`config.mk`:
```
export PLATFORM = sky130hd
export DESIGN_NAME = sleep_stop_power_control
export DESIGN_NICKNAME = d
export VERILOG_FILES = /design/src/design/sleep_stop_pkg.sv /design/src/design/sleep_stop_power_control.sv
export SDC_FILE = /design/constraint.sdc
export NUM_CORES = 1
export LEC_CHECK = 0
export BUFFER_PORTS_ARGS = -buffer_cell sky130_fd_sc_hd__buf_2
export CAP_MARGIN = 20
export CORE_MARGIN = 3
export CORE_UTILIZATION = 30
export CTS_BUF_LIST = sky130_fd_sc_hd__clkbuf_2 sky130_fd_sc_hd__clkbuf_4 sky130_fd_sc_hd__clkbuf_8
export CTS_CLUSTER_DIAMETER = 150
export DETAILED_ROUTE_END_ITERATION = 7
export PLACE_DENSITY = 0.53
export SETUP_SLACK_MARGIN = 0.2
export SYNTH_ARGS = -nofsm -noshare
export SYNTH_HDL_FRONTEND = slang
export SYNTH_SLANG_ARGS = --single-unit
```
`constraint.sdc`:
```
create_clock -name sys_clk -period 2.7 [get_ports sys_clk]
set_input_delay 0.54 -clock sys_clk [delete_from_list [all_inputs] [get_ports sys_clk]]
set_output_delay 0.54 -clock sys_clk [all_outputs]
set_load 0.03 [all_outputs]
```
`src/design/sleep_stop_pkg.sv`:
```
package sleep_stop_pkg;

  // register map, byte addresses on the 8-bit register port
  localparam logic [7:0] SLEEP_CTRL_ADDR   = 8'hDE;
  localparam logic [7:0] SYSCLK_MODE_ADDR  = 8'hE0;
  localparam logic [7:0] STATUS_ADDR       = 8'hE1;
  localparam logic [7:0] INTERVAL_CLK_ADDR = 8'hF4;

  // field positions
  localparam int SLEEP_BIT     = 0;
  localparam int CNT_CLEAR_BIT = 3;
  localparam int SEL_W         = 3;
  localparam int SYSCLK_MODE_REG_W        = 4;
  localparam int SUB_SEL_BIT   = 1;

  // reset values
  localparam logic             SLEEP_RESET = 1'b0;
  localparam logic [SYSCLK_MODE_REG_W-1:0] SYSCLK_MODE_REG_RESET = 4'h0;
  localparam logic [SEL_W-1:0] SEL_RESET   = 3'h7;
  localparam logic [SEL_W-1:0] SEL_MAX     = 3'h7;
  localparam logic [1:0]       MAIN_OFF_CODE = 2'h3;
  localparam logic [7:0]       READ_ZERO   = 8'h00;

  // interrupt request lines
  localparam int IRQ_W       = 8;
  localparam int IRQ_EXT     = 0;
  localparam int IRQ_KEYSCAN = 1;
  localparam int IRQ_SERIAL  = 2;
  localparam int IRQ_WATCH   = 3;
  localparam int IRQ_EVTIMER = 4;
  localparam int IRQ_INTERVAL = 5;
  localparam int IRQ_TIMER0  = 6;
  localparam int IRQ_TIMER1  = 7;
  localparam logic [IRQ_W-1:0] STOP_WAKE_MASK = 8'h1F;

  // stabilisation: counts of the interval timer and log2 of its smallest divide
  localparam int STAB_COUNT        = 256;
  localparam int MIN_DIV_LOG2_DOC  = 3;
  localparam int TIMER_NUM         = 2;

  typedef enum logic [3:0] {
    ST_RUN   = 4'b0001,
    ST_SLEEP = 4'b0010,
    ST_STOP  = 4'b0100,
    ST_STAB  = 4'b1000
  } pwr_state_t;

  typedef struct packed {
    logic [7:0] addr;
    logic [7:0] wrData;
    logic       wr;
    logic       rd;
  } reg_req_t;

  typedef struct packed {
    logic                 cpuClkEn;
    logic                 sysClkEn;
    logic                 periClkEn;
    logic                 mainOscEn;
    logic                 subOscEn;
    logic                 xinForceLow;
    logic                 portFreeze;
    logic                 intervalRun;
    logic [TIMER_NUM-1:0] timerRun;
  } clk_ctrl_t;

endpackage

```
`src/design/sleep_stop_power_control.sv`:
```
// Behaviour
// - writing bit0 at 0xDE enters sleep
// - sleep stops CPU and system clocks only
// - reset or any interrupt ends sleep
// - reset: clear timer, wait 256 slow counts
// - stop request halts main, system, peripheral clocks
// - stop keeps RAM and control registers
// - ports keep driving held values in stop
// - timers halt in stop unless event counting
// - stop forces oscillator pins low
// - only listed sources release stop
// - sleep release restores CPU clock
// - sub mode: main oscillator off only at 11
// - clock enables follow the mode table
// - reset wake reinitialises registers, keeps RAM
// - stop release runs stabilisation, all held
// - interval select bits pick count rate
//
// Chosen here: strobed register access.
`timescale 1ns/100ps
module sleep_stop_power_control
  import sleep_stop_pkg::*;
#(
  parameter int CNT_WIDTH    = 8,
  parameter int MIN_DIV_LOG2 = MIN_DIV_LOG2_DOC
) (
  // clock and reset
  input  wire logic                 sys_clk,
  input  wire logic                 reset_n,
  // register port
  input  wire reg_req_t             regReq,
  output logic [7:0]                regRdData,
  // cpu and interrupt side
  input  wire logic                 stopExec,
  input  wire logic [IRQ_W-1:0]     irqReq,
  input  wire logic [TIMER_NUM-1:0] eventMode,
  // clock and hold controls
  output clk_ctrl_t                 clkCtrl
);

  // prescaler covers the base divide plus the widest select step
  localparam int PW = MIN_DIV_LOG2 + int'(SEL_MAX);

  // refused at elaboration: the count must fit the byte-wide read port
  if (CNT_WIDTH < 2 || CNT_WIDTH > 8) begin : gen_cnt_width_check
    $error("CNT_WIDTH must lie in 2..8");
  end
  // a larger base divide would overshoot the slowest rate
  if (MIN_DIV_LOG2 < 0 || MIN_DIV_LOG2 > MIN_DIV_LOG2_DOC) begin : gen_min_div_check
    $error("MIN_DIV_LOG2 must lie in 0..3");
  end

  typedef struct packed {
    pwr_state_t            state;
    logic                  sleepBit;
    logic [SYSCLK_MODE_REG_W-1:0]     sysclkMode;
    logic [SEL_W-1:0]      intervalSel;
    logic [CNT_WIDTH-1:0]  intervalCnt;
    logic [PW-1:0]         presc;
    logic [7:0]            rdData;
    clk_ctrl_t             ctrl;
  } core_regs_t;

  // enables while reset is low: oscillator on so the settling count can run
  localparam clk_ctrl_t CTRL_AT_RESET = '{
    cpuClkEn:    1'b0,
    sysClkEn:    1'b0,
    periClkEn:   1'b0,
    mainOscEn:   1'b1,
    subOscEn:    1'b1,
    xinForceLow: 1'b0,
    portFreeze:  1'b1,
    intervalRun: 1'b1,
    timerRun:    '0
  };

  // slowest rate and cleared count after reset
  localparam core_regs_t REGS_AT_RESET = '{
    state:       ST_STAB,
    sleepBit:    SLEEP_RESET,
    sysclkMode:  SYSCLK_MODE_REG_RESET,
    intervalSel: SEL_RESET,
    intervalCnt: '0,
    presc:       '0,
    rdData:      READ_ZERO,
    ctrl:        CTRL_AT_RESET
  };

  core_regs_t cur_ff;
  core_regs_t nxt_cur;

  // enables for one mode, after the table of clock states
  function automatic clk_ctrl_t ctrl_for(input pwr_state_t st,
                                         input logic [SYSCLK_MODE_REG_W-1:0] mode,
                                         input logic [TIMER_NUM-1:0] evt);
    clk_ctrl_t c;
    logic      mainOn;
    c      = '0;
    // main oscillator off only when mode code is 11
    mainOn = (mode[1:0] != MAIN_OFF_CODE);
    c.subOscEn = 1'b1;
    case (st)
      ST_RUN: begin
        c.cpuClkEn    = 1'b1;
        c.sysClkEn    = 1'b1;
        c.periClkEn   = 1'b1;
        c.mainOscEn   = mainOn;
        c.intervalRun = 1'b1;
        c.timerRun    = '1;
      end

      ST_SLEEP: begin
        // cpu and system clocks off, sub oscillator and peripherals on, main oscillator off only at mode code 11
        c.periClkEn   = 1'b1;
        c.mainOscEn   = mainOn;
        c.intervalRun = 1'b1;
        c.timerRun    = '1;
      end

      ST_STOP: begin
        // main oscillator, system and peripheral clocks off
        c.mainOscEn   = 1'b0;
        c.xinForceLow = 1'b1;
        c.portFreeze  = 1'b1;
        c.timerRun    = evt;
      end

      ST_STAB: begin
        c.mainOscEn   = 1'b1;
        c.portFreeze  = 1'b1;
        c.intervalRun = 1'b1;
      end

      default: begin
        c.mainOscEn   = 1'b1;
      end
    endcase
    return c;
  endfunction

  logic [PW-1:0]      selMask;
  logic               tick;
  logic               cntWrap;
  logic               sleepReq;
  logic               sleepWake;
  logic               stopWake;
  logic               cntClear;
  logic [7:0]         statusWord;

  always_comb begin
    // select bits set the divide of the count rate
    selMask    = {PW{1'b1}} >> (SEL_MAX - cur_ff.intervalSel);
    tick       = &(cur_ff.presc | ~selMask);
    // settling ends on the wrap, so a full count always passes
    cntWrap    = tick && (&cur_ff.intervalCnt);
    // sleep entry by writing bit 0
    sleepReq   = regReq.wr && (regReq.addr == SLEEP_CTRL_ADDR)
                 && regReq.wrData[SLEEP_BIT];
    // any interrupt line wakes from sleep
    // enables are applied on the cpu side before the lines arrive
    sleepWake  = |irqReq;
    // stop is released only by the listed sources
    stopWake   = |(irqReq & STOP_WAKE_MASK);
    // a write with the clear bit restarts count and prescaler
    cntClear   = regReq.wr && (regReq.addr == INTERVAL_CLK_ADDR)
                 && regReq.wrData[CNT_CLEAR_BIT];
    // one-hot state word, read-only
    statusWord = {4'h0, cur_ff.state};
  end

  always_comb begin
    nxt_cur = cur_ff;

    // interval timer, halted only while stopped
    // stop turns off the clock that feeds it
    if (cur_ff.state != ST_STOP) begin
      nxt_cur.presc = cur_ff.presc + PW'(1);
      if (tick) begin
        nxt_cur.intervalCnt = cur_ff.intervalCnt + CNT_WIDTH'(1);
      end
    end

    // register writes; control registers are untouched by stop
    if (regReq.wr) begin
      case (regReq.addr)
        SLEEP_CTRL_ADDR: begin
          nxt_cur.sleepBit = regReq.wrData[SLEEP_BIT];
        end
        SYSCLK_MODE_ADDR: begin
          nxt_cur.sysclkMode = regReq.wrData[SYSCLK_MODE_REG_W-1:0];
        end
        INTERVAL_CLK_ADDR: begin
          nxt_cur.intervalSel = regReq.wrData[SEL_W-1:0];
        end
        default: begin
          nxt_cur.sleepBit = cur_ff.sleepBit;
        end
      endcase
    end

    // clear bit is self-clearing: it only restarts count and prescaler
    if (cntClear) begin
      nxt_cur.intervalCnt = '0;
      nxt_cur.presc       = '0;
    end

    // mode sequencing
    case (cur_ff.state)
      ST_RUN: begin
        // a stop instruction beats a sleep write in one cycle
        if (stopExec) begin
          nxt_cur.state = ST_STOP;
        end else if (sleepReq && !sleepWake) begin
          nxt_cur.state = ST_SLEEP;
        end else if (sleepReq) begin
          // request already pending: the wake wins, sleep bit drops
          nxt_cur.sleepBit = 1'b0;
        end
      end

      ST_SLEEP: begin
        if (sleepWake) begin
          // oscillator kept running, so no settling wait
          nxt_cur.state    = ST_RUN;
          nxt_cur.sleepBit = 1'b0;
        end
      end

      ST_STOP: begin
        // registers and memory simply keep their contents
        if (stopWake) begin
          // restart the count for the settling interval
          nxt_cur.state       = ST_STAB;
          nxt_cur.intervalCnt = '0;
          nxt_cur.presc       = '0;
        end
      end

      ST_STAB: begin
        // writes still land here; the cpu is held so none arrive
        // settle until the counter wraps past all ones
        if (cntWrap) begin
          nxt_cur.state = ST_RUN;
        end
      end

      default: begin
        nxt_cur.state = ST_STAB;
      end
    endcase

    // read data stand in the cycle after the strobe only
    nxt_cur.rdData = READ_ZERO;
    if (regReq.rd) begin
      case (regReq.addr)
        // unused bits read as zero
        SLEEP_CTRL_ADDR: begin
          nxt_cur.rdData = {7'h00, cur_ff.sleepBit};
        end
        SYSCLK_MODE_ADDR: begin
          nxt_cur.rdData = {4'h0, cur_ff.sysclkMode};
        end
        STATUS_ADDR: begin
          nxt_cur.rdData = statusWord;
        end
        INTERVAL_CLK_ADDR: begin
          nxt_cur.rdData = 8'(cur_ff.intervalCnt);
        end
        default: begin
          nxt_cur.rdData = READ_ZERO;
        end
      endcase
    end

    // clock enables follow the next mode
    // taken from the next state so every enable is a flop output
    nxt_cur.ctrl = ctrl_for(nxt_cur.state, nxt_cur.sysclkMode, eventMode);
  end

  // reset reinitialises control state; memory lives elsewhere
  always_ff @(posedge sys_clk or negedge reset_n) begin
    if (!reset_n) begin
      cur_ff <= REGS_AT_RESET;
    end else begin
      cur_ff <= nxt_cur;
    end
  end

  // both outputs come straight from the state register
  assign regRdData = cur_ff.rdData;
  assign clkCtrl   = cur_ff.ctrl;

endmodule

```
### Yosys cells after proc, flatten, opt, wreduce, memory -nomap -nowiden

Index checks and enable logic that the tools add are counted.
Widths: inputs -> output; s select.

| cells by class | value |
|---|---|
| add/sub/neg operators | 3 |
| equality and inequality tests | 14 |
| shift operators | 1 |
| multiplexer cells | 28 |
| bitwise logic cells | 2 |
| reduce and logical (&&, ||, !) cells | 16 |

Operator list:

| operator | number |
|---|---|
| $mux 18 | 4 |
| $eq 8x8->1 const B | 4 |
| $pmux 8 s4 | 1 |
| $mux 8 | 3 |
| $mux 4 | 5 |
| $pmux 4 s4 | 1 |
| $add 10x1->10 const B | 1 |
| $not 10->10 | 1 |
| $or 10x10->10 | 1 |
| $reduce_and 10->1 | 1 |
| $shr 10x3->10 const A | 1 |
| $add 8x1->8 const B | 1 |
| $eq 4x1->1 const B | 2 |
| $eq 4x2->1 const B | 2 |
| $eq 4x3->1 const B | 2 |
| $eq 4x4->1 const B | 2 |
| $mux 1 | 8 |
| $reduce_and 8->1 | 1 |
| $reduce_or 8->1 | 1 |
| $logic_and 1x1->1 | 6 |
| $mux 5 | 1 |
| $reduce_or 5->1 | 1 |
| $ne 4x3->1 const B | 1 |
| $pmux 1 s2 | 2 |
| 9 further kinds | 11 |

| word-level totals | value |
|---|---|
| flip-flop bits (word level) | 47 |
| input port bits | 31 |
| output and inout bits | 18 |
| word-level logic and storage cells | 80 |

### Logic depth before layout (Yosys ltp)

| logic depth | value |
|---|---|
| word-level depth | 11 |
| depth in mapped cells | 6 |
| gate-level depth less buffers | 6 |

### Worst setup path before layout

No wires, ideal clock.

| path | value |
|---|---|
| path type | input-to-reg |
| start point | in regReq[11] (netlist bit) |
| end point | reg cur_ff[18] (netlist bit) |
| library setup time | 121 ps |
| arrival | 1,707 ps |
| data required time | 2,579 ps |
| setup slack | 872 ps |
| cell stages on the path | 5 |
| buffers on the path | 1 |
| path through | nor3b_1 nand3_1 o21ai_2 buf_2 nor2_1 |

RTL lines:

| item | line | RTL |
|---|---|---|
| start, declared | sleep_stop_power_control.sv:31 | `input wire reg_req_t regReq,` |
| end signal, assigned | sleep_stop_power_control.sv:285 | `cur_ff <= nxt_cur;` |
| end, declared | sleep_stop_power_control.sv:89 | `core_regs_t cur_ff;` |

==> reports/qor.yml <==
path_cells: "ha_1 > o211ai_1 > a221o_1 > or4_1 > a21oi_1"
clkTransAtPathRegs_ns: 0.09
drc: 0
insertion_delay_ns: 0.30
setup_tns_ns: 0
drtIter0Drc: 78
setup_viol_count_final: 0
via_count: 1865
synth-simple-area-share_pct: 21.5
grt_pass1_wl_mm: 8.24
dp_hpwl_mm: 3.83
fin_ws_ns: 0.604
first_pass_iters: 4
cts_buffers: 5
period_share_pct: 77.6
multi_input_comb_area_mm2: 0.00105
critPathTopFamily: "compound AO/OA/AOI/OAI gates"
antenna_left: 0
cellPowerDensity_mw_per_mm2: 620
wl_mm: 5.20
synth_compound_area_share_pct: 14.3
fin_skew_ns: 0.00903
pre_cts_ws_ns: 0.573
async_flop_share_pct: 100
crit_path_end_kind: "register"
ctsLongestPathBuffers: 2
hold_path.class: "in2async"
synth_top_area_share_pct: 40.5
synth_area_mm2: 0.00241
diodes: 0
io_buffers: 43
yosysSeqAreaShare_pct: 48.1
fin_crit_ns: 2.10
fillCellCount: 826
globalRouteTotalUtil_pct: 11.8
area_growth_pct: 13.5
htreeDepth: 2
fin_area_mm2: 0.00274
coreArea_mm2: 0.00777
p_leak_nw: 1.26
synth_nets: 275
antenna_found_initial: 0
wl_per_cell_um: 13.8
synth_adder_area_share_pct: 1.04
startpoint_type: "register"
synth_top_cell_by_area: "dfrtp_1"
cp_num_buf_inv: 0
placementRows: 32
regArea_mm2: 0.00116
post_cts_buffers: 0
synth_top_family_by_area: "simple AND/OR/NAND/NOR gates"
gp_congestion: 0.779
clock-root-buffer: "clkbuf_8"
die_h_um: 95.7
grt_overflow: 0
nets: 308
syn-instance-count: 242
drive_gt1_share_pct: 27.9
cp_slowest_cell: "or4_1"
synthMuxAreaShare_pct: 3.27
status: "finished clean"
worstMarginPinSlew_ns: 0.628
cpPeakStageDelay_ns: 0.58
die_x_um: 95.7
die-area_mm2: 0.00915
synth_flop_cell: "dfrtp_1"
start_util_pct: 31.0
avgViaCountPerCell: 4.93
max_freq_mhz: 477
ys_ff_latch: 46
final_hold_viol_count: 0
slew_headroom_pct: 58.1
cts_tree: "built"
ctsResizeCount: 0
arrival_ns: 2.33
peakVddDrop_v: 0.000248
yosys_warnings: 0
grt_setup_unrepaired: "no"
placed_cell_area_mm2: 0.00262
io-pin-count: 49
cts_sinks: 46
maxSlewViolCount: 0
grt_max_degree: 29
syn_avg_cell_area_um2: 9.96
critPathKind: "reg2reg"
crit_fanout: 19
grt_pass1_vias: 1655
synth_xor_xnor_area_share_pct: 3.27
synth_area_leaders: "dfrtp_1 (40%), dfstp_2 (7.6%), buf_4 (5.6%), nor2_1 (3.6%), mux2_2 (3.3%)"
maxCapViolCount: 0
crit_required_ns: 2.93
cts_hold_buf: 0
synth-edff-count: 0
synth.distinct_cells: 47
[logic make-up after synthesis]
family                   count (synthesis)
adder cells (fa/ha/maj)                  2
flip-flops                              46
AO/OA/AOI/OAI                           50
XOR/XNOR                                 9
multiplexers                             7
AND/OR/NAND/NOR                         97
buffers and inverters                   30
other                                    1
[synth_stat cells (all sizes together) (2+ instances only)]
library cell and number:
dfrtp 39, nor2 23, nand2 20, buf 19, nand3 12, a21oi 11, o21ai 9, and2 8
dfstp 7, inv 7, mux2 7, o31ai 7, and3 6, or4 6, xor2 6, a22o 4
clkbuf 4, nand4 4, nor3 4, a211o 3, a22oi 3, a31oi 3, nor4b 3, o211ai 3
xnor2 3, and4 2, ha 2, or3 2, or4b 2
[registers in the layout (all words and copies together), names as in the netlist]
register   flops
cur_ff        30
clkCtrl        8
regRdData      8
[layout by cell type, fill, tap and decap left out, types with 5 or more instances in the layout]
master / Yosys / layout
buf_2: 1 / 43
dfrtp_1: 39 / 39
nor2_1: 23 / 23
nand2_1: 20 / 20
nand3_1: 12 / 12
a21oi_1: 11 / 11
and2_1: 8 / 8
o21ai_0: 8 / 8
inv_1: 7 / 7
o31ai_1: 7 / 7
mux2_2: 7 / 7
dfstp_2: 7 / 7
or4_1: 6 / 6
xor2_1: 6 / 6
buf_4: 18 / 6
and3_1: 5 / 5
clkbuf_8: 2 / 5
[metal layers]
layer  share of wire (%)  up-vias  GRT usage [%]
met5                   0        -              0
met4                0.63        0           3.91
met3                 4.7        2           2.53
met2                  45       41           17.3
met1                  50      900           17.1
li1                    -      922              -
[area by class of cell]
cell class              instances  area share (%)
clock inverters                 2            1.37
clock buffers                   6            2.79
inverters                       7           0.960
well taps                     102            4.66
flip-flops and latches         46            42.4
multi-input cells             166            38.3
repair buffers                 49            9.51
[where the power goes]
| part | switching (mW) | leakage (nW) | internal (mW) |
|---|---|---|---|
| clock | 0.233 | 0.0548 | 0.286 |
| sequential | 0.112 | 0.599 | 0.784 |
| combinational | 0.158 | 0.611 | 0.125 |
[through the flow]
| step | power, mW | cells | util (%) | hold slack, ns |
|---|---|---|---|---|
| after floorplan | 1.09 | 242 | - | 0.244 |
| after global placement | 1.18 | 370 | 33.8 | 0.513 |
| after detailed placement | 1.19 | 370 | 33.8 | 0.522 |
| after CTS | 1.73 | 378 | 35.2 | 0.270 |
| after global routing | 1.80 | 378 | 35.2 | 0.294 |
| final | 1.70 | 378 | 35.2 | 0.249 |
[path summary, 6_finish.rpt]
kind,endpoint,from,slack [ns],cells after the start
worst max-delay path,cur_ff[32],cur_ff[18],0.60,5
worst min-delay path,regRdData[7],reset_n,0.25,1
worst max register to register,cur_ff[32],cur_ff[18],0.60,5
worst min register to register,regRdData[7],cur_ff[35],0.54,1
max in group asynchronous,cur_ff[36],reset_n,1.77,2
min in group sys_clk,clkCtrl[1],eventMode[1],0.45,3
Power figures use the tool's default switching activity.
